--- src/rtl/scrc_consts.svh ---
`ifndef SCRC_CONSTS_SVH
`define SCRC_CONSTS_SVH

// ==========================================
// Register offsets
`define SCRC_ADDR_CHKRB 4'h6
`define SCRC_ADDR_SWCTL 4'h7
`define SCRC_ADDR_OUTEN 4'h8
`define SCRC_ADDR_ALARM 4'h9

// ==========================================
// Reset values and field positions
`define SCRC_RST_WORD   16'h0000
`define SCRC_SW_FLAG    8
`define SCRC_SW_DLY     7
`define SCRC_SW_LOCK_HI 6
`define SCRC_SW_LOCK_LO 4
`define SCRC_SW_BANK_HI 2
`define SCRC_SW_BANK_LO 0
`define SCRC_CNT_HI     7
`define SCRC_LOCK_RAM   3'h5
`define SCRC_BANK_NONE  3'h0
`define SCRC_FAULT_REF_SELECT    15
`define SCRC_FLT_THR    12

// ==========================================
// Timing
`define SCRC_CLK_KHZ  20000
`define SCRC_TICK_MS  10
`define SCRC_WATCH_MS 1000

`endif

--- src/rtl/scrc_pkg.sv ---
package scrc_pkg;

	typedef enum logic [1:0] {
		ST_DRIVE = 2'b00,
		ST_COUNT = 2'b01,
		ST_QUIET = 2'b10
	} scrc_oe_state_t;

	typedef enum logic [1:0] {
		CK_CLEAR = 2'b00,
		CK_ADD   = 2'b01,
		CK_FIN   = 2'b10
	} scrc_ck_state_t;

	typedef struct packed {
		logic        wr;
		logic        rd;
		logic [3:0]  addr;
		logic [15:0] wdata;
	} scrc_req_t;

	typedef struct packed {
		logic [15:0] zero_offset_dac;
		logic [15:0] gain_trim_dac;
		logic [15:0] fault_config_word;
		logic [15:0] misc_config_word;
	} scrc_cal_t;

	typedef struct packed {
		logic amp1_sat_high;
		logic amp1_sat_low;
		logic amp2_sat_high;
		logic amp2_sat_low;
		logic amp3_sat_low;
		logic neg_input_over;
		logic neg_input_under;
		logic pos_input_over;
		logic pos_input_under;
	} scrc_alarm_t;

endpackage

--- src/rtl/scrc_checksum.sv ---
`timescale 1ns/1ps
`include "scrc_consts.svh"

module scrc_checksum (
	input  wire logic              i_clk,   // Reference clock
	input  wire logic              i_rst,   // Sync reset, high
	input  wire scrc_pkg::scrc_cal_t i_cal, // Covered calibration words
	output logic                   o_done,  // One-cycle result strobe
	output logic [15:0]            o_sum    // Inverted end-around sum
);
	import scrc_pkg::*;

	scrc_ck_state_t state_q;
	logic [1:0]     idx_q;
	logic [15:0]    acc_q;
	logic [15:0]    word;
	logic [16:0]    sum17;

	always_comb begin
		case (idx_q)
			2'd0: word = i_cal.zero_offset_dac;
			2'd1: word = i_cal.gain_trim_dac;
			2'd2: word = i_cal.fault_config_word;
			default: word = i_cal.misc_config_word;
		endcase
		sum17 = {1'b0, acc_q} + {1'b0, word};
	end

	// ==========================================
	// Free-running pass, so the result tracks RAM edits
	always_ff @(posedge i_clk) begin
		if (i_rst) begin
			state_q <= CK_CLEAR;
			idx_q   <= 2'd0;
			acc_q   <= 16'h0000;
			o_done  <= 1'b0;
			o_sum   <= 16'h0000;
		end else begin
			o_done <= 1'b0;
			case (state_q)
				CK_CLEAR: begin
					acc_q   <= 16'h0000;
					idx_q   <= 2'd0;
					state_q <= CK_ADD;
				end
				CK_ADD: begin
					acc_q <= sum17[15:0] + {15'h0000, sum17[16]};
					idx_q <= idx_q + 2'd1;
					if (idx_q == 2'd3) begin
						state_q <= CK_FIN;
					end
				end
				CK_FIN: begin
					o_sum   <= ~acc_q;
					o_done  <= 1'b1;
					state_q <= CK_CLEAR;
				end
				default: state_q <= CK_CLEAR;
			endcase
		end
	end

endmodule

--- src/rtl/scrc_regs.sv ---
`timescale 1ns/1ps
`include "scrc_consts.svh"

module scrc_regs #(
	parameter int TICK_CYCLES  = `SCRC_TICK_MS * `SCRC_CLK_KHZ,  // 10 ms in clocks
	parameter int WATCH_CYCLES = `SCRC_WATCH_MS * `SCRC_CLK_KHZ  // 1 s in clocks
) (
	input  wire logic                 I_REF_CLK,         // 20 MHz clock
	input  wire logic                 I_SYS_RST,         // Sync reset, high
	input  wire scrc_pkg::scrc_req_t  I_REQ,             // Register access from link
	input  wire scrc_pkg::scrc_cal_t  I_CAL,             // Calibration words
	input  wire logic [15:0]          I_STORED_STORED_CHECKSUM,     // Stored checksum word
	input  wire scrc_pkg::scrc_alarm_t I_ALARM,          // Fault comparator levels
	input  wire logic                 I_OW_VALID_TXN,    // Valid addressed transaction
	output logic [15:0]               O_RDATA,           // Read data
	output logic                      O_RVALID,          // Read data strobe
	output logic                      O_TURNAROUND_8BIT, // Reply gap select
	output logic                      O_RUN_FROM_RAM,    // Lock mode active
	output logic                      O_OTP_LOAD_REQ,    // Bank copy request pulse
	output logic [2:0]                O_OTP_BANK,        // Bank to copy
	output logic                      O_VOUT_EN,         // Analog driver enable
	output logic                      O_FAULT_REF_SEL,   // Fault reference select
	output logic                      O_FAULT_THR_SEL    // Fault threshold select
);
	import scrc_pkg::*;

	localparam int TW = $clog2(TICK_CYCLES + 1);
	localparam int WW = $clog2(WATCH_CYCLES + 1);

	// ==========================================
	// Declarations
	logic [15:0]    checksum_readback_q;
	logic           checksum_ok_flag_q;
	logic           turnaround_delay_select_q;
	logic [2:0]     lock_mode_field_q;
	logic [2:0]     otp_bank_select_q;
	logic [7:0]     vout_enable_count_q;
	scrc_alarm_t    fault_alarm_flags_q;
	scrc_oe_state_t state_q;
	logic [TW-1:0]  tick_cnt_q;
	logic [WW-1:0]  watch_cnt_q;
	logic           vout_en_q;
	logic           ck_done;
	logic [15:0]    ck_sum;
	logic           chk_wr;
	logic           sw_wr;
	logic           out_wr;
	logic           tick_end;
	logic           watch_end;
	logic [15:0]    software_control;
	logic [15:0]    rdata_d;

	assign chk_wr    = I_REQ.wr && (I_REQ.addr == `SCRC_ADDR_CHKRB);
	assign sw_wr     = I_REQ.wr && (I_REQ.addr == `SCRC_ADDR_SWCTL);
	assign out_wr    = I_REQ.wr && (I_REQ.addr == `SCRC_ADDR_OUTEN);
	assign tick_end  = (tick_cnt_q == TW'(TICK_CYCLES - 1));
	assign watch_end = (watch_cnt_q == WW'(WATCH_CYCLES - 1));

	// ==========================================
	// Checksum engine
	scrc_checksum u_checksum (
		.i_clk  (I_REF_CLK),
		.i_rst  (I_SYS_RST),
		.i_cal  (I_CAL),
		.o_done (ck_done),
		.o_sum  (ck_sum)
	);

	// Hardware result wins over a software write in the same cycle
	always_ff @(posedge I_REF_CLK) begin
		if (I_SYS_RST) begin
			checksum_readback_q <= `SCRC_RST_WORD;
		end else if (ck_done) begin
			checksum_readback_q <= ck_sum;
		end else if (chk_wr) begin
			checksum_readback_q <= I_REQ.wdata;
		end
	end

	always_ff @(posedge I_REF_CLK) begin
		if (I_SYS_RST) begin
			checksum_ok_flag_q <= 1'b0;
		end else if (ck_done) begin
			checksum_ok_flag_q <= (ck_sum == I_STORED_STORED_CHECKSUM);
		end
	end

	// ==========================================
	// Software control
	// Reserved bits are never stored, so a careless write cannot corrupt them
	always_ff @(posedge I_REF_CLK) begin
		if (I_SYS_RST) begin
			turnaround_delay_select_q <= 1'b0;
			lock_mode_field_q         <= 3'h0;
			otp_bank_select_q         <= `SCRC_BANK_NONE;
		end else if (sw_wr) begin
			turnaround_delay_select_q <= I_REQ.wdata[`SCRC_SW_DLY];
			lock_mode_field_q <= I_REQ.wdata[`SCRC_SW_LOCK_HI:`SCRC_SW_LOCK_LO];
			otp_bank_select_q <= I_REQ.wdata[`SCRC_SW_BANK_HI:`SCRC_SW_BANK_LO];
		end
	end

	always_ff @(posedge I_REF_CLK) begin
		if (I_SYS_RST) begin
			O_TURNAROUND_8BIT <= 1'b0;
			O_RUN_FROM_RAM    <= 1'b0;
		end else begin
			O_TURNAROUND_8BIT <= turnaround_delay_select_q;
			O_RUN_FROM_RAM    <= (lock_mode_field_q == `SCRC_LOCK_RAM);
		end
	end

	// Bank copy is requested once per control write carrying the lock pattern and a nonzero bank
	always_ff @(posedge I_REF_CLK) begin
		if (I_SYS_RST) begin
			O_OTP_LOAD_REQ <= 1'b0;
			O_OTP_BANK     <= `SCRC_BANK_NONE;
		end else begin
			O_OTP_LOAD_REQ <= 1'b0;
			if (sw_wr && I_REQ.wdata[`SCRC_SW_LOCK_HI:`SCRC_SW_LOCK_LO] == `SCRC_LOCK_RAM) begin
				O_OTP_BANK <= I_REQ.wdata[`SCRC_SW_BANK_HI:`SCRC_SW_BANK_LO];
				if (I_REQ.wdata[`SCRC_SW_BANK_HI:`SCRC_SW_BANK_LO] != `SCRC_BANK_NONE) begin
					O_OTP_LOAD_REQ <= 1'b1;
				end
			end
		end
	end

	// ==========================================
	// Output enable counter and activity watch
	always_ff @(posedge I_REF_CLK) begin
		if (I_SYS_RST) begin
			state_q             <= ST_DRIVE;
			vout_enable_count_q <= 8'h00;
			vout_en_q           <= 1'b1;
		end else begin
			case (state_q)
				ST_DRIVE: begin
					if (out_wr && I_REQ.wdata[`SCRC_CNT_HI:0] != 8'h00) begin
						vout_enable_count_q <= I_REQ.wdata[`SCRC_CNT_HI:0];
						state_q             <= ST_COUNT;
					end
				end
				ST_COUNT: begin
					if (out_wr) begin
						vout_enable_count_q <= I_REQ.wdata[`SCRC_CNT_HI:0];
						if (I_REQ.wdata[`SCRC_CNT_HI:0] == 8'h00) begin
							vout_en_q <= 1'b0;
							state_q   <= ST_QUIET;
						end
					end else if (tick_end) begin
						vout_enable_count_q <= vout_enable_count_q - 8'h01;
						if (vout_enable_count_q == 8'h01) begin
							vout_en_q <= 1'b0;
							state_q   <= ST_QUIET;
						end
					end
				end
				ST_QUIET: begin
					if (out_wr && I_REQ.wdata[`SCRC_CNT_HI:0] != 8'h00) begin
						vout_enable_count_q <= I_REQ.wdata[`SCRC_CNT_HI:0];
						vout_en_q           <= 1'b1;
						state_q             <= ST_COUNT;
					end else if (watch_end && !I_OW_VALID_TXN) begin
						vout_en_q <= 1'b1;
						state_q   <= ST_DRIVE;
					end
				end
				default: begin
					vout_en_q <= 1'b1;
					state_q   <= ST_DRIVE;
				end
			endcase
		end
	end

	// Tick restarts on every load so the first step is a full 10 ms
	always_ff @(posedge I_REF_CLK) begin
		if (I_SYS_RST) begin
			tick_cnt_q <= '0;
		end else if (state_q != ST_COUNT || out_wr || tick_end) begin
			tick_cnt_q <= '0;
		end else begin
			tick_cnt_q <= tick_cnt_q + TW'(1);
		end
	end

	always_ff @(posedge I_REF_CLK) begin
		if (I_SYS_RST) begin
			watch_cnt_q <= '0;
		end else if (state_q != ST_QUIET || I_OW_VALID_TXN || watch_end) begin
			watch_cnt_q <= '0;
		end else begin
			watch_cnt_q <= watch_cnt_q + WW'(1);
		end
	end

	assign O_VOUT_EN = vout_en_q;

	// ==========================================
	// Alarm and fault configuration
	always_ff @(posedge I_REF_CLK) begin
		if (I_SYS_RST) begin
			fault_alarm_flags_q <= '0;
			O_FAULT_REF_SEL     <= 1'b0;
			O_FAULT_THR_SEL     <= 1'b0;
		end else begin
			fault_alarm_flags_q <= I_ALARM;
			O_FAULT_REF_SEL     <= I_CAL.fault_config_word[`SCRC_FAULT_REF_SELECT];
			O_FAULT_THR_SEL     <= I_CAL.fault_config_word[`SCRC_FLT_THR];
		end
	end

	// ==========================================
	// Read path
	always_comb begin
		software_control = 16'h0000;
		software_control[`SCRC_SW_FLAG] = checksum_ok_flag_q;
		software_control[`SCRC_SW_DLY]  = turnaround_delay_select_q;
		software_control[`SCRC_SW_LOCK_HI:`SCRC_SW_LOCK_LO] = lock_mode_field_q;
		software_control[`SCRC_SW_BANK_HI:`SCRC_SW_BANK_LO] = otp_bank_select_q;
		case (I_REQ.addr)
			`SCRC_ADDR_CHKRB: rdata_d = checksum_readback_q;
			`SCRC_ADDR_SWCTL: rdata_d = software_control;
			`SCRC_ADDR_OUTEN: rdata_d = {8'h00, vout_enable_count_q};
			`SCRC_ADDR_ALARM: rdata_d = {7'h00, fault_alarm_flags_q};
			default:          rdata_d = 16'h0000;
		endcase
	end

	always_ff @(posedge I_REF_CLK) begin
		if (I_SYS_RST) begin
			O_RDATA  <= 16'h0000;
			O_RVALID <= 1'b0;
		end else begin
			O_RVALID <= I_REQ.rd;
			if (I_REQ.rd) begin
				O_RDATA <= rdata_d;
			end
		end
	end
endmodule

--- config.mk ---
export PLATFORM = sky130hd
export DESIGN_NAME = scrc_regs
export DESIGN_NICKNAME = d
export VERILOG_FILES = /design/src/rtl/scrc_pkg.sv /design/src/rtl/scrc_checksum.sv /design/src/rtl/scrc_regs.sv
export VERILOG_INCLUDE_DIRS = /design/src /design/src/rtl
export SDC_FILE = /design/constraint.sdc
export NUM_CORES = 1
export LEC_CHECK = 0
export ABC_AREA = 1
export BUFFER_PORTS_ARGS = -buffer_cell sky130_fd_sc_hd__buf_2
export CAP_MARGIN = 30
export CORE_ASPECT_RATIO = 1.75
export CORE_MARGIN = 2
export CORE_UTILIZATION = 55
export CTS_CLUSTER_SIZE = 20
export DETAILED_ROUTE_END_ITERATION = 12
export PLACE_DENSITY = 0.75
export SLEW_MARGIN = 20
export SYNTH_ARGS = -nofsm -noshare
export SYNTH_HDL_FRONTEND = slang
export SYNTH_SLANG_ARGS = --single-unit
--- constraint.sdc ---
create_clock -name I_REF_CLK -period 5.9 [get_ports I_REF_CLK]
set_input_delay 0.885 -clock I_REF_CLK [delete_from_list [all_inputs] [get_ports I_REF_CLK]]
set_output_delay 0.885 -clock I_REF_CLK [all_outputs]
set_load 0.01 [all_outputs]
==> out/results.ini <==
[setup_path]
cp_slowest_cell = clkinv_1
cp.required_ns = 6.16
end_kind = flop
crit_arrival_ns = 4.41
crit_fanout = 17
path_delay_family = simple AND/OR/NAND/NOR gates
path_class = reg -> reg
max_stage_delay_ns = 0.43
startpoint_type = flop
path_buf_inv = 2
crit_chain = ha_1 > buf_4 > clkinv_1 > nor2_1 > a31oi_1 > ha_1 > nand2_1 > nor2_2 > nand2_1 > nand3_2 > nand3b_1 > nand2_1 > a21oi_1 > o21bai_1 > ha_1 > nand2_1 > nor2_2 > nand3_4 > nor2_8 > nand2_4 > nor2_2 > nand3b_1 > nand3_1 > a21oi_1
cp_common_cell = nand2_1

[layout]
antenna_cells = 0
area_growth_pct = 16.1
fillerInstances = 1410
nNetsFinal = 1484
multi_input_area_um2 = 4640
fin_area_um2 = 9720
drive_gt1_share_pct = 18.2
seq_area_um2 = 2980
final_common_cell = nand2_1
final_util_pct = 65.2
final_cell_mix = 304 x nand2_1, 149 x dfxtp_1, 140 x inv_1, 139 x buf_2, 100 x a21oi_1

[global_route]
grt_pass1_wl_um = 37000
antenna_found_initial = 0
overflow = 0
grt_pass1_vias = 8065
grt_max_degree = 62
grt.total_usage_pct = 28.0

[clocking]
clockBufferDepth = 2
postCtsSetupRepairBufs = 0
cts_num_sinks = 149
cts_buffers = 17
htree_num_levels = 4
clock_latency_ns = 0.42
holdBufCountCts = 0
post_cts_resize_count = 0
cts-root-buf = clkbuf_16
clk_pin_slew_ns = 0.07
tritoncts = done

[sta]
period_minus_slack_ns = 4.15
fmax_mhz = 241
hold_violations = 0
grt_setup_unrepaired = no
timing.final.crit_share_pct = 70.3
final-setup-viol-count = 0
skew_ns = 0.0114
tns_ns = 0
drv_slew = 0
slew_headroom_pct = 34.4
tightest_slew_ns = 0.984

[floorplanning]
die_x_um = 97.3
coreArea_um2 = 14900
io_pins = 140
die-area_um2 = 16300
std_cell_rows = 59
start_util_pct = 56.1
die_y_um = 167

[place]
dp_hpwl_um = 18300
port_buffers = 139
place.gp.congestion = 0.964
dpl_cell_area_um2 = 9150

[drt]
viasPerCell = 5.40
wl_per_cell_um = 15.1
ant_nets = 0
finalWirelength_um = 23100
drc = 0
vias = 8288
drt_iter0_drc = 387
first_pass_iters = 7

[outcome]
status = completed

[power]
switchingPower_mw = 0.900
total_leakage_power_nw = 4.32
pwr-share-seq_pct = 39.7
total_power_mw = 2.75
p_comb_share_pct = 23.0
internal-power_mw = 1.85
irDropWorstVdd_v = 0.000178
switching_share_pct = 32.7
p_per_area_nw_per_um2 = 283
clkPwrFrac_pct = 37.3

[synth]
yosysTopAreaCellShare_pct = 35.6
synth.distinct_cells = 48
ys_top_cells_by_area = dfxtp_1 36%, nand2_1 14%, inv_1 6.3%
synth_seq_cells = 149
syn_inst = 1218
syn_area_um2 = 8370
synth_top_area_cell = dfxtp_1
yosysSeqAreaShare_pct = 35.6
syn-num-nets = 1363
ys_warn_count = 0
syn_area_per_cell_um2 = 6.87

[hold_path]
min_path_type = reg -> reg

[run]
cap_violations = 0

-- routing by layer --
metal | track usage, % | vias up | share of wire (%)
li1 | - | 4210 | -
met1 | 26.5 | 3772 | 35
met2 | 55.9 | 240 | 55
met3 | 3.96 | 66 | 3.9
met4 | 16.1 | 0 | 5.5
met5 | 0 | - | 0
-- power by group through the flow --
stage / combinational [mW] / sequential [mW] / clock [mW]
floorplan: 0.467 / 1.11 / 0
detailed placement: 0.626 / 1.11 / 0
global placement: 0.618 / 1.11 / 0
CTS: 0.631 / 1.09 / 1.04
finish: 0.633 / 1.09 / 1.03
global route: 0.709 / 1.10 / 1.08
-- worst register-to-register path, stage by stage, from the launching register on --
cell	delay [ns]
dfxtp_1	0.41
ha_1	0.18
buf_4	0.21
clkinv_1	0.43
nor2_1	0.22
a31oi_1	0.07
ha_1	0.41
nand2_1	0.10
nor2_2	0.13
nand2_1	0.09
nand3_2	0.08
nand3b_1	0.09
nand2_1	0.10
a21oi_1	0.07
o21bai_1	0.22
ha_1	0.18
nand2_1	0.08
nor2_2	0.20
nand3_4	0.14
nor2_8	0.15
nand2_4	0.07
nor2_2	0.12
nand3b_1	0.09
nand3_1	0.08
a21oi_1	0.07
-- cells in the mapped netlist (all sizes together) --
| cell type | number |
|---|---|
| xnor2 | 18 |
| a211oi | 1 |
| o21bai | 3 |
| nor3 | 22 |
| nor4 | 9 |
| a21o | 1 |
| a21oi | 103 |
| inv | 149 |
| buf | 12 |
| nor2 | 120 |
| and3 | 1 |
| o21ai | 81 |
| nor3b | 8 |
| xor2 | 16 |
| nand3b | 6 |
| ha | 30 |
| clkinv | 3 |
| nand3 | 61 |
| clkbuf | 29 |
| o211ai | 2 |
| or2 | 3 |
| nand4 | 21 |
| nand2 | 324 |
| a22o | 1 |
| a31oi | 36 |
| o21a | 4 |
| o22ai | 1 |
| dfxtp | 149 |
| fa | 1 |
| mux2i | 1 |
| o2111ai | 1 |
| and2 | 1 |
-- registers in the layout, summed over array words and instances, names as in the netlist, 3 cells and up --
name,flops
lock_mode_field_q,3
tick_cnt_q,18
O_OTP_BANK,3
otp_bank_select_q,3
watch_cnt_q,25
u_checksum.acc_q,16
u_checksum.o_sum,16
checksum_readback_q,16
fault_alarm_flags_q,9
O_RDATA,16
vout_enable_count_q,8
-- logic make-up after synthesis --
group | Yosys count | share of synthesized area (%)
AND/OR/NAND/NOR | 576 | 32.0
AO/OA/AOI/OAI | 234 | 15.1
buffers and inverters | 193 | 8.91
flip-flops | 149 | 35.6
XOR/XNOR | 34 | 3.56
adder cells (fa/ha/maj) | 31 | 4.72
multiplexers | 1 | 0.120
-- cell type report --
cell class	count	area share, %
clock buffers	19	4.66
clock inverters	13	1.17
inverters	152	5.87
multi-input cells	876	47.8
flip-flops and latches	149	30.7
well taps	183	2.36
repair buffers	143	7.47
-- final timing paths --
| kind | depth (start not counted) | slack (ns) | start | end |
|---|---|---|---|---|
| setup / recovery | 24 | 1.75 | u_checksum.idx_q[1] | u_checksum.acc_q[14] |
| hold / removal | 1 | 0.43 | lock_mode_field_q[1] | O_RUN_FROM_RAM |
| setup reg to reg | 24 | 1.75 | u_checksum.idx_q[1] | u_checksum.acc_q[14] |
| hold reg to reg | 1 | 0.43 | lock_mode_field_q[1] | O_RUN_FROM_RAM |
-- metrics by stage --
stage               hold WS [ns]  worst slack (ns)  std cells
detailed placement         0.414              1.74       1503
global placement           0.415              1.94       1503
global route               0.441              1.28       1535
CTS                        0.424              1.71       1535
finish                     0.428              1.75       1535
floorplan                  0.397              2.19       1218
Note: power is estimated with default switching activity, not from simulation.
